--- config.mk ---
export PLATFORM = sky130hd
export DESIGN_NAME = sacd_serial_audio_clock_input
export DESIGN_NICKNAME = d
export VERILOG_FILES = /design/src/verilog/sacd_serial_audio_clock_input.v
export VERILOG_INCLUDE_DIRS = /design/src /design/src/verilog
export SDC_FILE = /design/constraint.sdc
export NUM_CORES = 1
export LEC_CHECK = 0
export BUFFER_PORTS_ARGS = -buffer_cell sky130_fd_sc_hd__buf_4
export CAP_MARGIN = 20
export CORE_MARGIN = 1.5
export CORE_UTILIZATION = 63
export DETAILED_ROUTE_END_ITERATION = 16
export PLACE_DENSITY_LB_ADDON = 0.2
export SLEW_MARGIN = 40
export SYNTH_ARGS = -nofsm -noshare
export SYNTH_HDL_FRONTEND = slang
export SYNTH_SLANG_ARGS = --single-unit
--- constraint.sdc ---
create_clock -name sys_clk_i -period 5.9 [get_ports sys_clk_i]
set_input_delay 1.18 -clock sys_clk_i [delete_from_list [all_inputs] [get_ports sys_clk_i]]
set_output_delay 1.18 -clock sys_clk_i [all_outputs]
set_load 0.02 [all_outputs]
--- src/verilog/sacd_defines.vh ---
`ifndef SACD_DEFINES_VH
`define SACD_DEFINES_VH

// Clock and timing
`define SACD_SYS_CLK_HZ       10000000
`define SACD_HALT_TIMEOUT_NS  100000
`define SACD_HALT_CYCLES      ((`SACD_HALT_TIMEOUT_NS * (`SACD_SYS_CLK_HZ / 1000000)) / 1000)
`define SACD_CNT_W            16

// Sample rate classes
`define SACD_RATE_W           2
`define SACD_RATE_NONE        2'h0
`define SACD_RATE_32K         2'h1
`define SACD_RATE_48K         2'h2
`define SACD_RATE_96K         2'h3

// Supported bit clocks per frame
`define SACD_RATIO_32         16'h0020
`define SACD_RATIO_64         16'h0040
`define SACD_RATIO_128        16'h0080
`define SACD_RATIO_256        16'h0100
`define SACD_RATIO_512        16'h0200

// Frame period bounds in system clocks (32k about 312, 48k 208, 96k 104)
`define SACD_P32_MIN          16'h0118
`define SACD_P32_MAX          16'h0158
`define SACD_P48_MIN          16'h00BE
`define SACD_P48_MAX          16'h00EE
`define SACD_P96_MIN          16'h005A
`define SACD_P96_MAX          16'h0078

// Processing clock multiplier over bit clock
`define SACD_PLL_MULT         4'h8

// Data path
`define SACD_WORD_W           32
`define SACD_SLOT_W           3

`endif

--- src/verilog/sacd_serial_audio_clock_input.v ---
`include "sacd_defines.vh"

module sacd_serial_audio_clock_input (
    // System
    input  wire                      sys_clk_i,
    input  wire                      rst_i,
    input  wire                      clk_en_i,
    // Serial audio link
    input  wire                      bit_clk_i,
    input  wire                      word_select_frame_sync_i,
    input  wire                      serial_audio_in_i,
    // Mode
    input  wire                      tdm_mode_i,
    input  wire                      run_request_i,
    // Sample stream
    output wire                      sample_valid_o,
    input  wire                      sample_ready_i,
    output wire [`SACD_WORD_W-1:0]   sample_data_o,
    output wire [`SACD_SLOT_W-1:0]   sample_slot_o,
    // Status
    output reg  [`SACD_RATE_W-1:0]   rate_class_o,
    output reg                       clock_error_o,
    output reg                       clock_halt_o,
    output reg                       outputs_hiz_o,
    output reg                       running_o,
    output reg                       proc_clk_tick_o,
    output reg                       overflow_o
);

    localparam ST_IDLE = 2'h0;
    localparam ST_RUN  = 2'h1;
    localparam ST_HALT = 2'h2;

    // ==========================================================
    // Input synchronisers
    // ==========================================================
    reg  [2:0] sync1_reg;
    reg  [2:0] sync2_reg;
    reg  [1:0] prev_reg;

    always @(posedge sys_clk_i) begin
        if (rst_i) begin
            sync1_reg <= 3'h0;
            sync2_reg <= 3'h0;
            prev_reg  <= 2'h0;
        end else if (clk_en_i) begin
            sync1_reg <= {serial_audio_in_i, word_select_frame_sync_i, bit_clk_i};
            sync2_reg <= sync1_reg;
            prev_reg  <= sync2_reg[1:0];
        end
    end

    wire bclk_rise = sync2_reg[0] & ~prev_reg[0];
    wire ws_edge   = sync2_reg[1] ^ prev_reg[1];
    wire ws_rise   = sync2_reg[1] & ~prev_reg[1];
    wire frame_mark = tdm_mode_i ? ws_rise : ws_edge;
    wire frame_start = tdm_mode_i ? ws_rise : ws_rise;

    // ==========================================================
    // Halt detection
    // ==========================================================
    reg  [`SACD_CNT_W-1:0] idle_cnt_reg;
    wire halted_now = (idle_cnt_reg >= `SACD_HALT_CYCLES);
    always @(posedge sys_clk_i) begin
        if (rst_i)
            idle_cnt_reg <= {`SACD_CNT_W{1'b0}};
        else if (clk_en_i) begin
            if (bclk_rise)
                idle_cnt_reg <= {`SACD_CNT_W{1'b0}};
            else if (!halted_now)
                idle_cnt_reg <= idle_cnt_reg + 1'b1;
        end
    end

    // ==========================================================
    // Rate and ratio detection
    // ==========================================================
    reg  [`SACD_CNT_W-1:0] bits_cnt_reg;
    reg  [`SACD_CNT_W-1:0] per_cnt_reg;
    reg                    seen_frame_reg;
    reg                    ratio_ok_reg;
    function [`SACD_RATE_W-1:0] rate_of;
        input [`SACD_CNT_W-1:0] p;
        begin
            if (p >= `SACD_P32_MIN && p <= `SACD_P32_MAX)
                rate_of = `SACD_RATE_32K;
            else if (p >= `SACD_P48_MIN && p <= `SACD_P48_MAX)
                rate_of = `SACD_RATE_48K;
            else if (p >= `SACD_P96_MIN && p <= `SACD_P96_MAX)
                rate_of = `SACD_RATE_96K;
            else
                rate_of = `SACD_RATE_NONE;
        end
    endfunction
    function ratio_valid;
        input [`SACD_CNT_W-1:0] n;
        input                   tdm;
        begin
            if (tdm)
                ratio_valid = (n == `SACD_RATIO_128) || (n == `SACD_RATIO_256) ||
                              (n == `SACD_RATIO_512);
            else
                ratio_valid = (n == `SACD_RATIO_32) || (n == `SACD_RATIO_64) ||
                              (n == `SACD_RATIO_128);
        end
    endfunction
    wire [`SACD_RATE_W-1:0] rate_now = rate_of(per_cnt_reg);
    always @(posedge sys_clk_i) begin
        if (rst_i) begin
            bits_cnt_reg   <= {`SACD_CNT_W{1'b0}};
            per_cnt_reg    <= {`SACD_CNT_W{1'b0}};
            seen_frame_reg <= 1'b0;
            ratio_ok_reg   <= 1'b0;
            rate_class_o   <= `SACD_RATE_NONE;
        end else if (clk_en_i) begin
            if (halted_now) begin
                seen_frame_reg <= 1'b0;
                bits_cnt_reg   <= {`SACD_CNT_W{1'b0}};
                per_cnt_reg    <= {`SACD_CNT_W{1'b0}};
            end else if (frame_start) begin
                seen_frame_reg <= 1'b1;
                if (seen_frame_reg) begin
                    ratio_ok_reg <= ratio_valid(bits_cnt_reg, tdm_mode_i) &&
                                    (rate_now != `SACD_RATE_NONE);
                    rate_class_o <= rate_now;
                end
                bits_cnt_reg <= {`SACD_CNT_W{1'b0}};
                per_cnt_reg  <= {`SACD_CNT_W{1'b0}};
            end else begin
                if (bclk_rise && bits_cnt_reg != {`SACD_CNT_W{1'b1}})
                    bits_cnt_reg <= bits_cnt_reg + 1'b1;
                if (per_cnt_reg != {`SACD_CNT_W{1'b1}})
                    per_cnt_reg <= per_cnt_reg + 1'b1;
            end
        end
    end

    // ==========================================================
    // Operating state
    // ==========================================================
    reg [1:0] state_reg;
    reg [1:0] state_next;
    reg       saved_run_reg;

    always @* begin
        state_next = state_reg;
        case (state_reg)
            ST_IDLE: begin
                if (halted_now)
                    state_next = ST_HALT;
                else if (run_request_i && ratio_ok_reg)
                    state_next = ST_RUN;
            end
            ST_RUN: begin
                if (halted_now)
                    state_next = ST_HALT;
                else if (!run_request_i)
                    state_next = ST_IDLE;
            end
            ST_HALT: begin
                if (!halted_now && ratio_ok_reg)
                    state_next = saved_run_reg ? ST_RUN : ST_IDLE;
            end
            default: state_next = ST_IDLE;
        endcase
    end

    always @(posedge sys_clk_i) begin
        if (rst_i) begin
            state_reg       <= ST_IDLE;
            saved_run_reg   <= 1'b0;
            clock_error_o   <= 1'b0;
            clock_halt_o    <= 1'b0;
            outputs_hiz_o   <= 1'b1;
            running_o       <= 1'b0;
        end else if (clk_en_i) begin
            state_reg <= state_next;
            if (state_reg == ST_RUN && state_next == ST_HALT)
                saved_run_reg <= 1'b1;
            else if (state_reg == ST_IDLE && state_next == ST_HALT)
                saved_run_reg <= 1'b0;
            clock_error_o <= (state_next == ST_HALT) || (seen_frame_reg && !ratio_ok_reg);
            clock_halt_o  <= (state_next == ST_HALT);
            outputs_hiz_o <= (state_next != ST_RUN);
            running_o     <= (state_next == ST_RUN);
        end
    end

    // ==========================================================
    // Processing clock tick, bit clock times multiplier
    // ==========================================================
    reg [`SACD_CNT_W-1:0] bper_cnt_reg;
    reg [`SACD_CNT_W-1:0] bper_reg;
    reg [`SACD_CNT_W-1:0] tick_cnt_reg;
    wire [`SACD_CNT_W-1:0] tick_step = bper_reg / {12'h000, `SACD_PLL_MULT};
    always @(posedge sys_clk_i) begin
        if (rst_i) begin
            bper_cnt_reg    <= {`SACD_CNT_W{1'b0}};
            bper_reg        <= {`SACD_CNT_W{1'b0}};
            tick_cnt_reg    <= {`SACD_CNT_W{1'b0}};
            proc_clk_tick_o <= 1'b0;
        end else if (clk_en_i) begin
            proc_clk_tick_o <= bclk_rise;
            if (bclk_rise) begin
                bper_reg     <= bper_cnt_reg + 1'b1;
                bper_cnt_reg <= {`SACD_CNT_W{1'b0}};
            end else if (!halted_now)
                bper_cnt_reg <= bper_cnt_reg + 1'b1;
            if (bclk_rise || halted_now)
                tick_cnt_reg <= {`SACD_CNT_W{1'b0}};
            else if (tick_step != {`SACD_CNT_W{1'b0}} && tick_cnt_reg + 1'b1 >= tick_step) begin
                tick_cnt_reg    <= {`SACD_CNT_W{1'b0}};
                proc_clk_tick_o <= 1'b1;
            end else
                tick_cnt_reg <= tick_cnt_reg + 1'b1;
        end
    end

    // ==========================================================
    // Serial shift register and two-entry buffer
    // ==========================================================
    reg [`SACD_WORD_W-1:0] shift_reg;
    reg [`SACD_SLOT_W-1:0] slot_reg;
    reg                    in_valid;
    reg [`SACD_WORD_W-1:0] in_word;
    reg [`SACD_SLOT_W-1:0] in_slot;
    reg [`SACD_WORD_W+`SACD_SLOT_W-1:0] buf_mem [0:1];
    reg                    wr_ptr_reg;
    reg                    rd_ptr_reg;
    reg [1:0]              count_reg;
    wire                   buf_full  = (count_reg == 2'h2);
    wire                   buf_empty = (count_reg == 2'h0);
    wire                   push = in_valid && !buf_full;
    wire                   pop  = !buf_empty && sample_ready_i;
    assign sample_valid_o = !buf_empty;
    assign {sample_data_o, sample_slot_o} = buf_mem[rd_ptr_reg];
    always @(posedge sys_clk_i) begin
        if (rst_i) begin
            shift_reg  <= {`SACD_WORD_W{1'b0}};
            slot_reg   <= {`SACD_SLOT_W{1'b0}};
            in_valid   <= 1'b0;
            in_word    <= {`SACD_WORD_W{1'b0}};
            in_slot    <= {`SACD_SLOT_W{1'b0}};
            wr_ptr_reg <= 1'b0;
            rd_ptr_reg <= 1'b0;
            count_reg  <= 2'h0;
            overflow_o <= 1'b0;
            buf_mem[0] <= {(`SACD_WORD_W+`SACD_SLOT_W){1'b0}};
            buf_mem[1] <= {(`SACD_WORD_W+`SACD_SLOT_W){1'b0}};
        end else if (clk_en_i) begin
            if (push) begin
                buf_mem[wr_ptr_reg] <= {in_word, in_slot};
                wr_ptr_reg <= ~wr_ptr_reg;
            end
            if (pop)
                rd_ptr_reg <= ~rd_ptr_reg;
            count_reg <= count_reg + {1'b0, push} - {1'b0, pop};
            if (push)
                in_valid <= 1'b0;
            // Word closes at each boundary while running; a held word blocked by a full buffer is lost
            if (frame_mark)
                slot_reg <= frame_start ? {`SACD_SLOT_W{1'b0}} : slot_reg + 1'b1;
            if (frame_mark && running_o) begin
                if (in_valid && !push)
                    overflow_o <= 1'b1;
                in_valid <= 1'b1;
                in_word  <= shift_reg;
                in_slot  <= slot_reg;
            end
            if (bclk_rise)
                shift_reg <= {shift_reg[`SACD_WORD_W-2:0], sync2_reg[2]};
        end
    end

endmodule // sacd_serial_audio_clock_input
-- Yosys cells after proc, flatten, opt, wreduce, memory -nomap -nowiden
Memories as Yosys holds them, arrays and structs flattened. A register that Yosys moved wholly into a read port is not among the register bits.
Cells that the tools add are included.
- register bits: 192
- bits in writable memories: 70
- input bits: 9
- output and inout port bits: 44
- logic and storage cells: 165
- memories kept: 1
- memory list (name ; words ; bits a word ; read ports ; clocked after Yosys merged registers in ; write ports ; RTL line ; source):
    buf_mem ; 2 ; 35 ; 1 ; 1 ; 2 ; sacd_serial_audio_clock_input.v:227 ; reg [`SACD_WORD_W+`SACD_SLOT_W-1:0] buf_mem [0:1];
- add/subtract/negate cells: 8
- magnitude comparators: 8
- equal/unequal tests: 14
- muxes and demuxes: 49
- bitwise logic cells: 8
- reductions and logical operators: 49
- operators by type and width (kind ; number):
    $mux 16 ; 12
    $add 16x1->16 const B ; 5
    $mux 35 ; 1
    $reduce_or 35->1 ; 1
    $ne 16x16->1 const B ; 2
    $mux 1 ; 26
    $reduce_and 2->1 ; 11
    $eq 16x10->1 const B ; 1
    $eq 16x6->1 const B ; 1
    $eq 16x7->1 const B ; 1
    $eq 16x8->1 const B ; 1
    $eq 16x9->1 const B ; 1
    $ge 16x10->1 const B ; 1
    $ge 16x13->1 ; 1
    $ge 16x7->1 const B ; 1
    $ge 16x8->1 const B ; 1
    $ge 16x9->1 const B ; 1
    $le 16x7->1 const B ; 1
    $le 16x8->1 const B ; 1
    $le 16x9->1 const B ; 1
    $mux 2 ; 8
    $reduce_bool 16->1 ; 1
    $logic_and 1x1->1 ; 15
    $reduce_bool 2->1 ; 4
    18 further kinds ; 37

-- Depth between registers and ports, before layout
- word-level depth: 10
- gate-level depth with buffers: 14
- gate-level depth less buffers: 13

-- Worst setup path before layout
OpenSTA, ideal clock, no wires.
- path type: input port to flip-flop
- from: input port clk_en_i
- to: memory buf_mem[0][0] in the netlist's numbering, enable pin
- library setup time: 0.435 ns
- arrival: 3.127 ns
- data required time: 5.465 ns
- path slack: 2.338 ns
- stages: 3
- path buffers: 1
- cell sequence: buf_6 -> nand3_1 -> o21bai_1
- RTL lines (item ; RTL line ; source):
    start, declared ; sacd_serial_audio_clock_input.v:7 ; input wire clk_en_i,
    end, declared ; sacd_serial_audio_clock_input.v:227 ;

-- Worst setup path in the final report
- from: register tick_cnt_reg[0]
- to: register tick_cnt_reg[13]
- word-level cells in the longest chain between the ends: 5
- ends and longest elaborated chain (item ; RTL line ; source):
    start, declared ; sacd_serial_audio_clock_input.v:194 ; reg [`SACD_CNT_W-1:0] tick_cnt_reg;
    start signal, assigned ; sacd_serial_audio_clock_input.v:200 ; tick_cnt_reg <= {`SACD_CNT_W{1'b0}};
    start signal, assigned ; sacd_serial_audio_clock_input.v:210 ; tick_cnt_reg <= {`SACD_CNT_W{1'b0}};
    start signal, assigned ; sacd_serial_audio_clock_input.v:212 ; tick_cnt_reg <= {`SACD_CNT_W{1'b0}};
    $add 16x1->16 * ; sacd_serial_audio_clock_input.v:211, sacd_serial_audio_clock_input.v:215 ;
    $ge 16x13->1 ; sacd_serial_audio_clock_input.v:211 ; else if (tick_step != {`SACD_CNT_W{1'b0}} && tick_cnt_reg + 1'b1 >= tick_step) begin
    $logic_and 1x1->1 ; sacd_serial_audio_clock_input.v:211 ;
    $mux 16 * ; sacd_serial_audio_clock_input.v:211 ;
    $mux 16 * ; sacd_serial_audio_clock_input.v:209 ; if (bclk_rise || halted_now)
Mark *: on every way between the ends. The rest lies on a longest branch, timed or not.
A chain may end at the register's enable or synchronous reset.

==> metrics.txt <==
status complete, no violations; slowest CP cell o21bai_2; worst endpoint required time 6.33 ns; initial core utilization 64.5%; Final Wtd Congestion 0.862; Slew Limit Fails 0; mapped cell area 11600 um2; Reg power frac 51.0%; commonest non-fill, non-tap cell in the layout dfxtp_1; setup violators final 0; PD cells 285 nW/um2; drt first pass iters 5; ys async rst share 0%; P_sw 806 uW; CP startpoint kind register; initial antenna violation count 0; Final #Nets 1288; predominant post-synthesis flop cell dfxtp_1; Gate power share 5.0%; CTS tree built; vias per cell 5.80; WL final 23300 um; Post-synth EDFFs 70; Int Pwr 2.88 mW; post-layout min period 3.92 ns; overall routing resource usage 24.0%; most frequent cells in the layout dfxtp_1 (190), nand2_1 (179), nor2_1 (128); CTS sink count 260; delay-heaviest family, CP compound AO/OA/AOI/OAI gates; Iter 0 DRT Violations 712; residual DRC count 0; cell area after layout 12900 um2; CP max stage delay 0.64 ns; max FFs per register 70; PortBufs 52; routed len/inst 15.5 um; VDD IR-drop max 0.235 mV; diodes inserted 0; sequential element share of the synthesized area 51.0%; Vias 8719; WP buf/inv 0; worst-skew pair later-pin latency 0.53 ns; CP arrival 4.35 ns; postcts setup bufs 0; Clock Power Share 43.9%; hold_ws 0.448 ns; global-route wire length before repair 39000 um; CTS Buf Count 26; Post-DRT Antenna Nets 0; Avg Cell Area, Syn 9.42 um2; post-CTS sizing 0; Clock Tree Root clkbuf_16; YS warnings 0; Worst setup EP type register; Max clock buf depth 3; P_leak 4.69 nW; vias in the first global route 8179; share of cells above drive strength 1 13.2%; die area 19200 um2; register bit total from synthesis 260; Crit Path Class register to register; DP Area 12100 um2; Worst Hold Class register to register; die height 139 um; Sw Ratio 21.9%; die width 139 um; Mapped Nets 1263; Rel. slew slack 49.9%; Tcrit/Tclk final 66.5%; worst-path fanout max 17; clock skew 0.0206 ns; num rows 49; total core area 18000 um2; MaxCap Viol Count 0; Worst-Margin Slew 0.750 ns; sum of negative setup slack 0 ns; cts hold-fix bufs 0; gr ovfl total 0; H-Tree Depth 1; largest net degree at the start of global routing 63; post-synthesis cell type count 70; final hold violation count 0; CTS clk-pin slew, worst paths 0.06 ns; Layout Area Growth over Synthesis 11.7%; Top-Level Pins 53; Peak Freq 255 MHz; unrepaired setup endpoints after global routing false; cell-by-cell trace of the critical path ha_1, nand3_1, or3_1, and2_1, or2_2, ha_1, a21oi_1, o21ai_0, a2111oi_0, a21oi_1, o21bai_2, nand2_1, o31ai_1; Post-Syn Instances 1229; filler cell count 1340; Detailed Place HPWL 14500 um
## layer usage
| layer | global-route usage [%] | part of all wire [%] | wire length, um |
|---|---|---|---|
| met1 | 32.7 | 45 | 10500 |
| met2 | 40.5 | 49 | 11300 |
| met3 | 2.62 | 4.1 | 956 |
| met4 | 7.26 | 2.0 | 475 |
| met5 | 0 | 0 | 0 |
## cell type report
| class | instances | area, um2 | share of cell area, % |
|---|---|---|---|
| inverter | 33 | 124 | 0.957 |
| multi-input combinational | 869 | 5280 | 40.8 |
| tap | 229 | 287 | 2.21 |
| clock buffer | 30 | 676 | 5.22 |
| timing repair buffer | 64 | 497 | 3.84 |
| clock inverter | 18 | 169 | 1.31 |
| sequential | 260 | 5910 | 45.6 |
## path summary, 6_finish.rpt
path	startpoint	depth (start not counted)	slack [ns]	end
setup / recovery	tick_cnt_reg[0]	13	1.98	tick_cnt_reg[13]
hold / removal	sync2_reg[2]	2	0.45	shift_reg[0]
setup reg to reg	tick_cnt_reg[0]	13	1.98	tick_cnt_reg[13]
hold reg to reg	sync2_reg[2]	2	0.45	shift_reg[0]
## power groups by stage
| stage | clock network [mW] | logic (mW) | registers (mW) |
|---|---|---|---|
| CTS | 1.65 | 0.186 | 1.88 |
| floorplan | 0 | 0.127 | 1.92 |
| finish | 1.62 | 0.185 | 1.88 |
| global route | 1.72 | 0.202 | 1.88 |
| detailed placement | 0 | 0.184 | 1.92 |
| global placement | 0 | 0.179 | 1.92 |
## worst register-to-register path, delay by kind of cell, from the launching register on
family | cells | cell delay, ns
adder cells (fa/ha/maj) | 2 | 0.52
flip-flops | 1 | 0.44
AND/OR/NAND/NOR | 5 | 1.30
AO/OA/AOI/OAI | 6 | 1.59
## Yosys cell counts, drive strengths merged (5+ instances only)
master,count,share of area [%]
inv,33,1.1
nand4,16,0.86
a211oi,18,1.2
nand3b,7,0.45
nor2,131,4.2
edfxtp,70,18
xor2,37,2.8
or4,5,0.36
a31oi,10,0.54
nor2b,7,0.38
xnor2,22,1.7
nor4,8,0.56
a21oi,104,4.5
mux2i,12,1.0
buf,20,1.1
ha,25,2.7
o21ai,31,1.3
or3,5,0.27
nand3,36,1.8
nand2,180,5.9
mux2,35,3.4
nor3b,5,0.37
and2,74,4.0
clkbuf,46,1.6
a32o,10,0.86
o211ai,7,0.45
nor3,14,0.65
and3,24,1.3
dfxtp,190,33
## logic make-up after synthesis
kind of cell / after synthesis / synth area share, %
AND/OR/NAND/NOR: 527 / 22.2
flip-flops: 260 / 51.0
XOR/XNOR: 59 / 4.46
AO/OA/AOI/OAI: 211 / 11.3
buffers and inverters: 100 / 3.82
adder cells (fa/ha/maj): 25 / 2.70
multiplexers: 47 / 4.44
## through the flow
| step | util, % | worst slack [ns] | std cells | total power, mW |
|---|---|---|---|---|
| after floorplan | - | 2.34 | 1229 | 2.04 |
| after global placement | 67.0 | 2.23 | 1453 | 2.10 |
| after detailed placement | 67.3 | 2.06 | 1455 | 2.10 |
| after CTS | 72.0 | 2.02 | 1503 | 3.72 |
| after global routing | 72.0 | 1.57 | 1503 | 3.81 |
| final | 72.0 | 1.98 | 1503 | 3.69 |
Power figures use the tool's default switching activity.
